`src/logic/ppfs_cfg.svh`:
```
// Constants of the paper pickup and feed sequencer: timing, offsets, fields.
`ifndef PPFS_CFG_SVH
`define PPFS_CFG_SVH

// Engine clock and the printed times in nanoseconds.
`define PPFS_CLK_MHZ          125
`define PPFS_MOTOR_SETTLE_NS  10000
`define PPFS_SOL_ON_NS        20000
`define PPFS_SELFTEST_NS      100000

// Register byte offsets.
`define PPFS_OFS_CTRL         8'h00
`define PPFS_OFS_STATUS       8'h04
`define PPFS_OFS_IRQ_STAT     8'h08
`define PPFS_OFS_IRQ_MASK     8'h0C
`define PPFS_OFS_MEDIA_CFG    8'h10

// Control register fields.
`define PPFS_CTRL_START       0
`define PPFS_CTRL_BYPASS      1
`define PPFS_CTRL_DUPLEX      2
`define PPFS_CTRL_ACK         3
`define PPFS_CTRL_MODE_LSB    4
`define PPFS_CTRL_MODE_MSB    7

// Event bits of the interrupt status; bits 0 to 3 also index the pending notices.
`define PPFS_EV_NOPAPER       0
`define PPFS_EV_LAST          1
`define PPFS_EV_MISMATCH      2
`define PPFS_EV_SENSFAIL      3
`define PPFS_EV_DONE          4

// Reset values.
`define PPFS_MASK_RST         5'h00
`define PPFS_EXPECT_RST       8'h80
`define PPFS_TOL_RST          8'h10

// Media sensor thresholds on the 8-bit readings.
`define PPFS_TRANS_CLEAR      8'hE0
`define PPFS_GLOSS_FILM       8'hE0
`define PPFS_GLOSS_HI         8'hA0
`define PPFS_TRANS_HEAVY1     8'h90
`define PPFS_TRANS_HEAVY2     8'h60
`define PPFS_TRANS_HEAVY3     8'h30

// AXI responses.
`define PPFS_RESP_OKAY        2'h0
`define PPFS_RESP_SLVERR      2'h2

`endif

```
`src/logic/ppfs_pkg.sv`:
```
// Types of the paper pickup and feed sequencer.
package ppfs_pkg;

  typedef enum logic [3:0] {
    PPFS_AUTO, PPFS_NORMAL, PPFS_LIGHT1, PPFS_HEAVY1, PPFS_HEAVY2,
    PPFS_HEAVY3, PPFS_GLOSSY1, PPFS_GLOSSY2, PPFS_GLOSSY3,
    PPFS_GLOSSY_FILM, PPFS_ENVELOPE, PPFS_TRANSPARENCY, PPFS_LABEL
  } ppfs_media_e;

  typedef enum logic [2:0] {
    PPFS_SP_FULL, PPFS_SP_THREE_Q, PPFS_SP_HALF, PPFS_SP_THIRD, PPFS_SP_TENTH
  } ppfs_speed_e;

  typedef enum logic [2:0] {
    PPFS_N_NONE, PPFS_N_NOPAPER, PPFS_N_LAST, PPFS_N_MISMATCH, PPFS_N_SENSFAIL
  } ppfs_notif_e;

  typedef enum logic [2:0] {
    ST_SELFTEST, ST_IDLE, ST_WAIT_PAPER, ST_MOTOR, ST_PICK, ST_FEED,
    ST_HOLD, ST_REFEED
  } ppfs_state_e;

  typedef struct packed {
    logic       present;
    logic       last;
    logic       vsync;
    logic       aligned;
    logic       wake;
    logic [7:0] gloss;
    logic [7:0] trans;
    logic [7:0] intensity;
  } ppfs_sensors_s;

  typedef struct packed {
    logic        pickup_on;
    logic        pickup_rev;
    logic        bypass_sol;
    logic        cassette_sol;
    logic        reg_motor_on;
    logic        emitter_on;
    ppfs_speed_e speed;
  } ppfs_drive_s;

  typedef struct packed {
    ppfs_media_e ptype;
    ppfs_speed_e speed;
    logic        mismatch;
  } ppfs_media_s;

endpackage : ppfs_pkg

```
`src/logic/ppfs_media.sv`:
```
// Media classifier, feed-speed selection and job-mode mismatch check.
`include "ppfs_cfg.svh"

module ppfs_media
  import ppfs_pkg::*;
(
  input  wire logic [7:0]  gloss,
  input  wire logic [7:0]  trans,
  input  wire logic [3:0]  mode,
  input  wire logic        duplex,
  output var  ppfs_media_s result
);

  ppfs_media_e sensed;
  ppfs_media_e job;
  ppfs_media_e pick;
  logic        dup_ok;

  // Gloss and transmission readings give the type, the job mode may
  // override it for stock that the sensor cannot see.
  always_comb begin
    sensed = PPFS_NORMAL;
    job    = ppfs_media_e'(mode);
    if (trans >= `PPFS_TRANS_CLEAR) begin
      sensed = PPFS_TRANSPARENCY;
    end else if (gloss >= `PPFS_GLOSS_FILM) begin
      sensed = PPFS_GLOSSY_FILM;
    end else if (trans < `PPFS_TRANS_HEAVY3) begin
      sensed = (gloss >= `PPFS_GLOSS_HI) ? PPFS_GLOSSY3 : PPFS_HEAVY3;
    end else if (trans < `PPFS_TRANS_HEAVY2) begin
      sensed = (gloss >= `PPFS_GLOSS_HI) ? PPFS_GLOSSY2 : PPFS_HEAVY2;
    end else if (trans < `PPFS_TRANS_HEAVY1) begin
      sensed = (gloss >= `PPFS_GLOSS_HI) ? PPFS_GLOSSY1 : PPFS_HEAVY1;
    end else begin
      sensed = (gloss >= `PPFS_GLOSS_HI) ? PPFS_GLOSSY1 : PPFS_NORMAL;
    end
    // Light, envelope and label look like plain stock to the sensor.
    pick = sensed;
    if (job == PPFS_LIGHT1 || job == PPFS_ENVELOPE || job == PPFS_LABEL) begin
      pick = job;
    end
    result.ptype = pick;
    case (pick)
      PPFS_HEAVY1, PPFS_GLOSSY1: result.speed = PPFS_SP_THREE_Q;
      PPFS_HEAVY2, PPFS_GLOSSY2,
      PPFS_LABEL:                result.speed = PPFS_SP_HALF;
      PPFS_HEAVY3, PPFS_GLOSSY3: result.speed = PPFS_SP_THIRD;
      PPFS_GLOSSY_FILM,
      PPFS_TRANSPARENCY:         result.speed = PPFS_SP_TENTH;
      default:                   result.speed = PPFS_SP_FULL;
    endcase
    // Modes that cannot go through the duplex path are not duplex capable.
    dup_ok = !(job == PPFS_AUTO || job == PPFS_TRANSPARENCY ||
               job == PPFS_GLOSSY_FILM || job == PPFS_ENVELOPE ||
               job == PPFS_LABEL);
    if (duplex) begin
      result.mismatch = dup_ok && sensed == PPFS_TRANSPARENCY;
    end else if (job == PPFS_TRANSPARENCY) begin
      result.mismatch = sensed != PPFS_TRANSPARENCY;
    end else begin
      result.mismatch = job != PPFS_AUTO &&
                        sensed == PPFS_TRANSPARENCY;
    end
  end

endmodule : ppfs_media

```
`src/logic/ppfs_seq.sv`:
```
// Pickup and feed sequencer with its AXI4-Lite register file.
`include "ppfs_cfg.svh"

// How it works
// - An empty bypass tray raises a no-paper notice.
// - Bypass printing waits until the tray reports paper.
// - A bypass print first runs the pickup motor in reverse.
// - With the motor reversed, the bypass pickup solenoid is energised.
// - A turning last-sheet roller raises a last-sheet notice.
// - That notice comes at once, not when the tray later looks empty.
// - Leading edge at the sync sensor stops the registration motor.
// - While the sheet is held, the media sensors are sampled.
// - Belt alignment restarts the registration motor.
// - Gloss and transmission readings are combined into a paper type.
// - Simplex transparency job on other media is a mismatch.
// - Simplex non-auto, non-transparency job on transparency mismatches.
// - Duplex-capable job sensing a transparency is a mismatch.
// - Power-up and wake test the emitter against the expected intensity.
// - Undetectable stock takes its feed speed from the job mode.
// - Feed speed follows the per-mode speed table.
// - Cassette pickup runs the motor forward, then its solenoid.
module ppfs_seq
  import ppfs_pkg::*;
#(
  parameter int SELFTEST_CYC =
    (`PPFS_SELFTEST_NS * `PPFS_CLK_MHZ + 999) / 1000
)
(
  input  wire logic          SYS_CLK,
  input  wire logic          RESETN,
  input  wire ppfs_sensors_s SENSORS,
  output var  ppfs_drive_s   DRIVE,
  output var  logic          IRQ,
  input  wire logic          S_AXI_AWVALID,
  output var  logic          S_AXI_AWREADY,
  input  wire logic [7:0]    S_AXI_AWADDR,
  input  wire logic          S_AXI_WVALID,
  output var  logic          S_AXI_WREADY,
  input  wire logic [31:0]   S_AXI_WDATA,
  input  wire logic [3:0]    S_AXI_WSTRB,
  output var  logic          S_AXI_BVALID,
  input  wire logic          S_AXI_BREADY,
  output var  logic [1:0]    S_AXI_BRESP,
  input  wire logic          S_AXI_ARVALID,
  output var  logic          S_AXI_ARREADY,
  input  wire logic [7:0]    S_AXI_ARADDR,
  output var  logic          S_AXI_RVALID,
  input  wire logic          S_AXI_RREADY,
  output var  logic [31:0]   S_AXI_RDATA,
  output var  logic [1:0]    S_AXI_RRESP
);

  localparam int SETTLE_CYC =
    (`PPFS_MOTOR_SETTLE_NS * `PPFS_CLK_MHZ + 999) / 1000;
  localparam int SOL_CYC = (`PPFS_SOL_ON_NS * `PPFS_CLK_MHZ + 999) / 1000;
  localparam logic [15:0] SETTLE_LOAD = 16'(SETTLE_CYC - 1);
  localparam logic [15:0] SOL_LOAD    = 16'(SOL_CYC - 1);
  localparam logic [15:0] SELF_LOAD   = 16'(SELFTEST_CYC - 1);

  typedef struct packed {
    ppfs_sensors_s sy1;
    ppfs_sensors_s sy2;
    ppfs_sensors_s prev;
    ppfs_state_e   state;
    logic [15:0]   cnt;
    logic          job_bypass;
    ppfs_drive_s   drv;
    ppfs_media_s   media;
    logic          sens_fail;
    logic [3:0]    pend;
    logic [3:0]    disp;
    ppfs_notif_e   code;
    logic [31:0]   ctrl;
    logic [4:0]    irq_stat;
    logic [4:0]    mask;
    logic [7:0]    expect_lvl;
    logic [7:0]    tol;
    logic          irq;
    logic          awready;
    logic          wready;
    logic          bvalid;
    logic [1:0]    bresp;
    logic          arready;
    logic          rvalid;
    logic [1:0]    rresp;
    logic [31:0]   rdata;
    logic          aw_have;
    logic          w_have;
    logic [7:0]    aw_addr;
    logic [31:0]   w_data;
    logic [3:0]    w_strb;
  } ppfs_regs_s;

  ppfs_regs_s  s;
  ppfs_regs_s  n;
  ppfs_media_s med;
  logic [31:0] strb_mask;
  logic [31:0] old_word;
  logic [31:0] merged;
  logic [31:0] status_word;
  logic [7:0]  diff;
  logic [4:0]  ev;
  logic        start_req;
  logic        ack_req;
  logic        clr_irq;
  logic        rise_last;
  logic        rise_wake;
  logic        fall_present;

  // Each written byte lane replaces only its own eight bits.
  for (genvar i = 0; i < 4; i++) begin : g_lane
    assign strb_mask[8*i +: 8] = {8{s.w_strb[i]}};
  end

  // The classifier sees synchronised readings and the stored job mode.
  ppfs_media u_media (
    .gloss  (s.sy2.gloss),
    .trans  (s.sy2.trans),
    .mode   (s.ctrl[`PPFS_CTRL_MODE_MSB:`PPFS_CTRL_MODE_LSB]),
    .duplex (s.ctrl[`PPFS_CTRL_DUPLEX]),
    .result (med)
  );

  // Edge detectors look only at the second synchroniser stage.
  assign rise_last    = s.sy2.last && !s.prev.last;
  assign rise_wake    = s.sy2.wake && !s.prev.wake;
  assign fall_present = !s.sy2.present && s.prev.present;
  assign diff = (s.sy2.intensity >= s.expect_lvl) ?
                s.sy2.intensity - s.expect_lvl :
                s.expect_lvl - s.sy2.intensity;
  assign status_word = {17'h0, s.sy2.present, s.sens_fail, s.code,
                        s.media.speed, s.media.ptype, s.state};

  // Next-state logic for the bus slave, the sequencer and the notices.
  always_comb begin
    n         = s;
    ev        = '0;
    start_req = 1'b0;
    ack_req   = 1'b0;
    clr_irq   = 1'b0;
    old_word  = '0;
    n.sy1     = SENSORS;
    n.sy2     = s.sy1;
    n.prev    = s.sy2;
    // Address and data may come in either order; each is parked alone.
    if (S_AXI_AWVALID && s.awready) begin
      n.aw_have = 1'b1;
      n.aw_addr = S_AXI_AWADDR;
    end
    if (S_AXI_WVALID && s.wready) begin
      n.w_have = 1'b1;
      n.w_data = S_AXI_WDATA;
      n.w_strb = S_AXI_WSTRB;
    end
    if (S_AXI_BREADY && s.bvalid) begin
      n.bvalid = 1'b0;
    end
    case (s.aw_addr)
      `PPFS_OFS_CTRL:      old_word = s.ctrl;
      `PPFS_OFS_IRQ_MASK:  old_word = {27'h0, s.mask};
      `PPFS_OFS_MEDIA_CFG: old_word = {16'h0, s.tol, s.expect_lvl};
      default:             old_word = '0;
    endcase
    merged = (old_word & ~strb_mask) | (s.w_data & strb_mask);
    if (s.aw_have && s.w_have && !s.bvalid) begin
      n.aw_have = 1'b0;
      n.w_have  = 1'b0;
      n.bvalid  = 1'b1;
      n.bresp   = `PPFS_RESP_OKAY;
      case (s.aw_addr)
        `PPFS_OFS_CTRL: begin
          // Start and acknowledge are actions and always read back as zero.
          start_req = merged[`PPFS_CTRL_START];
          ack_req   = merged[`PPFS_CTRL_ACK];
          n.ctrl    = merged;
          n.ctrl[`PPFS_CTRL_START] = 1'b0;
          n.ctrl[`PPFS_CTRL_ACK]   = 1'b0;
        end
        `PPFS_OFS_IRQ_MASK: n.mask = merged[4:0];
        `PPFS_OFS_MEDIA_CFG: begin
          n.expect_lvl = merged[7:0];
          n.tol        = merged[15:8];
        end
        `PPFS_OFS_STATUS, `PPFS_OFS_IRQ_STAT: n.bresp = `PPFS_RESP_OKAY;
        default: n.bresp = `PPFS_RESP_SLVERR;
      endcase
    end
    // Reads answer one cycle after the address is taken.
    if (S_AXI_RREADY && s.rvalid) begin
      n.rvalid = 1'b0;
    end
    if (S_AXI_ARVALID && s.arready) begin
      n.rvalid = 1'b1;
      n.rresp  = `PPFS_RESP_OKAY;
      case (S_AXI_ARADDR)
        `PPFS_OFS_CTRL:      n.rdata = s.ctrl;
        `PPFS_OFS_STATUS:    n.rdata = status_word;
        `PPFS_OFS_IRQ_STAT: begin
          n.rdata = {27'h0, s.irq_stat};
          clr_irq = 1'b1;
        end
        `PPFS_OFS_IRQ_MASK:  n.rdata = {27'h0, s.mask};
        `PPFS_OFS_MEDIA_CFG: n.rdata = {16'h0, s.tol, s.expect_lvl};
        default: begin
          n.rdata = '0;
          n.rresp = `PPFS_RESP_SLVERR;
        end
      endcase
    end
    n.awready = !n.aw_have && !n.bvalid;
    n.wready  = !n.w_have && !n.bvalid;
    n.arready = !n.rvalid;

    // Sheet sequence.
    case (s.state)
      ST_SELFTEST: begin
        if (s.cnt == '0) begin
          n.drv.emitter_on = 1'b0;
          n.state          = ST_IDLE;
          n.sens_fail      = diff > s.tol;
          ev[`PPFS_EV_SENSFAIL] = diff > s.tol;
        end else begin
          n.cnt = s.cnt - 16'h0001;
        end
      end
      ST_IDLE: begin
        ev[`PPFS_EV_NOPAPER] = fall_present;
        if (rise_wake) begin
          n.state          = ST_SELFTEST;
          n.drv.emitter_on = 1'b1;
          n.cnt            = SELF_LOAD;
        end else if (start_req) begin
          n.job_bypass = merged[`PPFS_CTRL_BYPASS];
          if (merged[`PPFS_CTRL_BYPASS] && !s.sy2.present) begin
            n.state = ST_WAIT_PAPER;
            ev[`PPFS_EV_NOPAPER] = 1'b1;
          end else begin
            n.state          = ST_MOTOR;
            n.drv.pickup_on  = 1'b1;
            n.drv.pickup_rev = n.job_bypass;
            n.cnt            = SETTLE_LOAD;
          end
        end
      end
      ST_WAIT_PAPER: begin
        if (s.sy2.present) begin
          n.state          = ST_MOTOR;
          n.drv.pickup_on  = 1'b1;
          n.drv.pickup_rev = 1'b1;
          n.cnt            = SETTLE_LOAD;
        end
      end
      ST_MOTOR: begin
        // The solenoid waits for the motor to settle in its direction.
        if (s.cnt == '0) begin
          n.state            = ST_PICK;
          n.drv.bypass_sol   = s.job_bypass;
          n.drv.cassette_sol = !s.job_bypass;
          n.drv.reg_motor_on = 1'b1;
          n.cnt              = SOL_LOAD;
        end else begin
          n.cnt = s.cnt - 16'h0001;
        end
      end
      ST_PICK: begin
        if (s.cnt == '0) begin
          n.state            = ST_FEED;
          n.drv.bypass_sol   = 1'b0;
          n.drv.cassette_sol = 1'b0;
          n.drv.pickup_on    = 1'b0;
          n.drv.pickup_rev   = 1'b0;
        end else begin
          n.cnt = s.cnt - 16'h0001;
        end
      end
      ST_FEED: begin
        // A level test, so an edge that came during the pick is not lost.
        if (s.sy2.vsync) begin
          n.state            = ST_HOLD;
          n.drv.reg_motor_on = 1'b0;
        end
      end
      ST_HOLD: begin
        n.media = med;
        if (s.sy2.aligned) begin
          n.state            = ST_REFEED;
          n.drv.reg_motor_on = 1'b1;
          n.drv.speed        = med.speed;
          ev[`PPFS_EV_MISMATCH] = med.mismatch;
        end
      end
      ST_REFEED: begin
        if (!s.sy2.vsync) begin
          n.state            = ST_IDLE;
          n.drv.reg_motor_on = 1'b0;
          ev[`PPFS_EV_DONE]  = 1'b1;
        end
      end
      default: begin
        n.state = ST_IDLE;
        n.drv   = '0;
      end
    endcase
    // The roller turns only for the last sheet, well before the tray empties.
    if (rise_last && s.job_bypass &&
        (s.state == ST_MOTOR || s.state == ST_PICK ||
         s.state == ST_FEED || s.state == ST_HOLD)) begin
      ev[`PPFS_EV_LAST] = 1'b1;
    end

    // The shown code stays until acknowledged; a new event wins the clear.
    n.pend = (ack_req ? (s.pend & ~s.disp) : s.pend) | ev[3:0];
    n.disp = s.disp & n.pend;
    if (n.disp == '0) begin
      if (n.pend[`PPFS_EV_SENSFAIL]) begin
        n.disp = 4'h8;
      end else if (n.pend[`PPFS_EV_NOPAPER]) begin
        n.disp = 4'h1;
      end else if (n.pend[`PPFS_EV_LAST]) begin
        n.disp = 4'h2;
      end else if (n.pend[`PPFS_EV_MISMATCH]) begin
        n.disp = 4'h4;
      end
    end
    case (n.disp)
      4'h1:    n.code = PPFS_N_NOPAPER;
      4'h2:    n.code = PPFS_N_LAST;
      4'h4:    n.code = PPFS_N_MISMATCH;
      4'h8:    n.code = PPFS_N_SENSFAIL;
      default: n.code = PPFS_N_NONE;
    endcase
    n.irq_stat = (clr_irq ? 5'h00 : s.irq_stat) | ev;
    n.irq      = |(n.irq_stat & n.mask);
  end

  // One register for all state; the emitter starts on for the power-up test.
  always_ff @(posedge SYS_CLK or negedge RESETN) begin
    if (!RESETN) begin
      s                <= '0;
      s.state          <= ST_SELFTEST;
      s.cnt            <= SELF_LOAD;
      s.drv.emitter_on <= 1'b1;
      s.mask           <= `PPFS_MASK_RST;
      s.expect_lvl     <= `PPFS_EXPECT_RST;
      s.tol            <= `PPFS_TOL_RST;
    end else begin
      s <= n;
    end
  end

  assign DRIVE         = s.drv;
  assign IRQ           = s.irq;
  assign S_AXI_AWREADY = s.awready;
  assign S_AXI_WREADY  = s.wready;
  assign S_AXI_BVALID  = s.bvalid;
  assign S_AXI_BRESP   = s.bresp;
  assign S_AXI_ARREADY = s.arready;
  assign S_AXI_RVALID  = s.rvalid;
  assign S_AXI_RDATA   = s.rdata;
  assign S_AXI_RRESP   = s.rresp;
endmodule : ppfs_seq

```
`config.mk`:
```
export PLATFORM = sky130hd
export DESIGN_NAME = ppfs_seq
export DESIGN_NICKNAME = d
export VERILOG_FILES = /design/src/logic/ppfs_pkg.sv /design/src/logic/ppfs_media.sv /design/src/logic/ppfs_seq.sv
export VERILOG_INCLUDE_DIRS = /design/src /design/src/logic
export SDC_FILE = /design/constraint.sdc
export NUM_CORES = 1
export LEC_CHECK = 0
export ABC_AREA = 1
export BUFFER_PORTS_ARGS = -buffer_cell sky130_fd_sc_hd__buf_2
export CAP_MARGIN = 20
export CORE_MARGIN = 2
export CORE_UTILIZATION = 45
export CTS_BUF_LIST = sky130_fd_sc_hd__clkbuf_4 sky130_fd_sc_hd__clkbuf_8
export CTS_CLUSTER_DIAMETER = 120
export DETAILED_ROUTE_END_ITERATION = 8
export PLACE_DENSITY = 0.67
export SETUP_SLACK_MARGIN = 0.2
export SLEW_MARGIN = 20
export SYNTH_ARGS = -nofsm -noshare
export SYNTH_HDL_FRONTEND = slang
export SYNTH_SLANG_ARGS = --single-unit
```
`constraint.sdc`:
```
create_clock -name SYS_CLK -period 3.25 [get_ports SYS_CLK]
set_input_delay 0.65 -clock SYS_CLK [delete_from_list [all_inputs] [get_ports SYS_CLK]]
set_output_delay 0.65 -clock SYS_CLK [all_outputs]
set_load 0.005 [all_outputs]
```
==> results.toml <==
[setup_path]
startpoint_type = "flip-flop"
critical_path_arrival_ns = 4.04
critPathCaptureType = "flip-flop"
crit_type = "reg2reg"
cp_data_required_time_ns = 3.67
critPathMaxFanout = 6

[synthesis]
synthCells = 1312
async_reset_ff_share_pct = 100
synth_area_per_cell_um2 = 8.57
ys_seq_elements = 233
yosys_most_used_dff = "dfrtp_1"
ys_types = 59
ys.warnings.count = 0
seq_area_frac_synth_pct = 51.9
netlist_area_um2 = 11200
synth_edf_count = 0

[grt]
antenna_found_initial = 0
grt_pass1_wl_mm = 45.3
grt_pass1_vias = 8721
grt_usage_pct = 21.7
grt_max_degree = 77
grt.overflow.total = 0

[cts]
cts-root-buf = "clkbuf_8"
path_clk_slew_ns = 0.06
cts_tree = "done"
hold_buffers = 0
insertion_delay_ns = 0.55
clock_path_buffers = 3
clock_sinks = 233
htreeDepth = 2
cts_made_buffers = 41

[sta]
setup_violations = 8
slew_viol_final = 0
whs_ns = 0.0746
rsz0062_at_grt = "true"
max_freq_ghz = 0.276
finalCritPeriodShare_pct = 111
worst_slew_pin_slew_ns = 0.625
worst_slack_ns = -0.372
period_minus_slack_ns = 3.62
hold_viol = 0
skew_ns = 0.0316
slew_headroom_pct = 58.2

[layout]
layout-drive-gt1-share_pct = 24.3
final_common_cell = "nand2_1"
area_growth_pct = 19.0
final_cell_mix = "nand2_1 (333), dfrtp_1 (223), o21ai_0 (171)"
stdcell_area_um2 = 13400
antennaDiodeCount = 0
nets = 1587
stdcell_count = 1820

[place]
place.gp.congestion = 0.911
place_inst = 1736
port-buffer-count = 127
dp_hpwl_mm = 20.1
place_area_um2 = 12300

[route]
wl_per_cell_um = 15.3
num_vias = 9157
ant_nets = 0
wl_mm = 27.8
via_per_inst = 5.03
drcViolationCount = 0
drt_iter0_markers = 807
firstDrtPassIters = 5

[power]
p_leak_uw = 0.00667
ir_drop_mv = 0.451
powerDensity_nw_per_um2 = 711
power.total_uw = 9520

[worst_hold_path]
hp-class = "in2async"

[floorplan]
initial_core_util_pct = 46.0
fp.dieArea_um2 = 26300
die_h_um = 162
design.core.area_um2 = 24500
die_w_um = 162
rows = 57
num_io_pins = 139

[run_status]
status = "finished with violations"
violations = "negative setup slack"

[run]
drv_cap = 0
==> routing by layer <==
| layer | part of all wire, % | GRT usage (%) | vias to the layer above |
|---|---|---|---|
| met2 | 45 | 33.5 | 297 |
| li1 | - | - | 4522 |
| met1 | 47 | 31.4 | 4290 |
| met4 | 2.2 | 6.40 | 0 |
| met5 | 0 | 0 | - |
| met3 | 6.4 | 3.75 | 48 |
==> kinds of logic after synthesis <==
kind of cell	count (synthesis)	share of synthesized area, %
adder cells (fa/ha/maj)	31	3.58
AND/OR/NAND/NOR	494	19.0
buffers and inverters	251	9.95
XOR/XNOR	13	1.01
multiplexers	2	0.189
AO/OA/AOI/OAI	287	14.3
other	1	0.0333
flip-flops	233	51.9
==> path summary, 6_finish.rpt <==
path	start	to	slack [ns]	depth (start not counted)
max reg2reg	s[103]	s[151]	-0.37	26
min reg2reg	n[228]	n[199]	0.35	0
min	RESETN	s[184]	0.07	1
max	s[103]	s[151]	-0.37	26
min in group SYS_CLK	SENSORS[25]	n[249]	0.21	1
max in group asynchronous	RESETN	s[92]	2.35	2
==> area by class of cell <==
cell class                 count  area [um2]
sequential                   233        5840
fill                        2208       11100
multi-input combinational    829        4480
tap                          324         405
inverter                     171         644
timing repair buffer         192        1170
clock buffer                  66         827
clock inverter                 5        27.5
==> worst max-delay path: stages (launching register included) <==
cell and delay, ns:
dfstp_2 0.52, inv_2 0.05, ha_4 0.26, nand2_4 0.09, nor2_4 0.04, a211oi_4 0.20
nand3_4 0.16, buf_4 0.17, nand2_1 0.05, nand2_1 0.07, o21ai_1 0.14, xnor2_1 0.13
inv_1 0.09, ha_4 0.28, nand2_1 0.08, o21ai_1 0.14, a21o_1 0.15, nand3_4 0.11
nand2_4 0.12, nand2_4 0.06, nand2_4 0.07, nor2_4 0.04, buf_6 0.11, nand3_2 0.05
nand2_2 0.08, buf_4 0.14, buf_4 0.12
==> power by group <==
group / internal [uW] / leakage [uW] / switching [uW] / total, uW
logic: 1050 / 0.00324 / 1760 / 2810
clock network: 1600 / 0.000457 / 1160 / 2760
registers: 3550 / 0.00297 / 406 / 3950
total: 6190 / 0.00667 / 3330 / 9520
==> stage by stage <==
step / util (%) / setup WS (ns) / TNS (ns)
final: 54.7 / -0.372 / -2.35
after global placement: 50.3 / -0.278 / -1.25
after floorplan: - / -0.0210 / -0.0388
after detailed placement: 50.3 / -0.394 / -1.91
after global routing: 54.7 / -0.654 / -4.44
after CTS: 54.4 / -0.322 / -1.56
==> synthesized netlist by cell type (5+ instances only) <==
master,count,area (um2)
nand2_1,336,1260
dfrtp_1,223,5580
o21ai_0,182,911
inv_1,158,593
nor2_1,62,233
buf_4,46,345
a21oi_1,42,210
nand3_1,32,160
ha_1,29,363
clkbuf_1,28,105
o22ai_1,23,144
nand2_2,14,87.6
inv_2,12,45.0
nor3_1,11,55.1
dfstp_2,10,263
nand4_1,8,50.1
nor2_2,7,43.8
o21ai_1,7,35.0
xor2_1,7,61.3
a31oi_1,6,37.5
xnor2_1,6,52.6
a221oi_1,5,43.8
==> state kept, by name, summed over array words and instances, names as in the netlist <==
register / flops
DRIVE: 9
S_AXI_ARREADY: 1
s: 144
S_AXI_RVALID: 1
S_AXI_BRESP: 1
S_AXI_RDATA: 32
S_AXI_RRESP: 1
S_AXI_WREADY: 1
S_AXI_BVALID: 1
IRQ: 1
n: 40
S_AXI_AWREADY: 1
==> timing repair <==
| action | CTS | global route |
|---|---|---|
| endpoints found under the setup margin | 9 | 11 |
| buffers inserted | 8 | 5 |
| gates resized for setup | 25 | 12 |
| gates cloned | 0 | 0 |
| pin swaps | 22 | 21 |
Note: power is estimated with default switching activity, not from simulation.
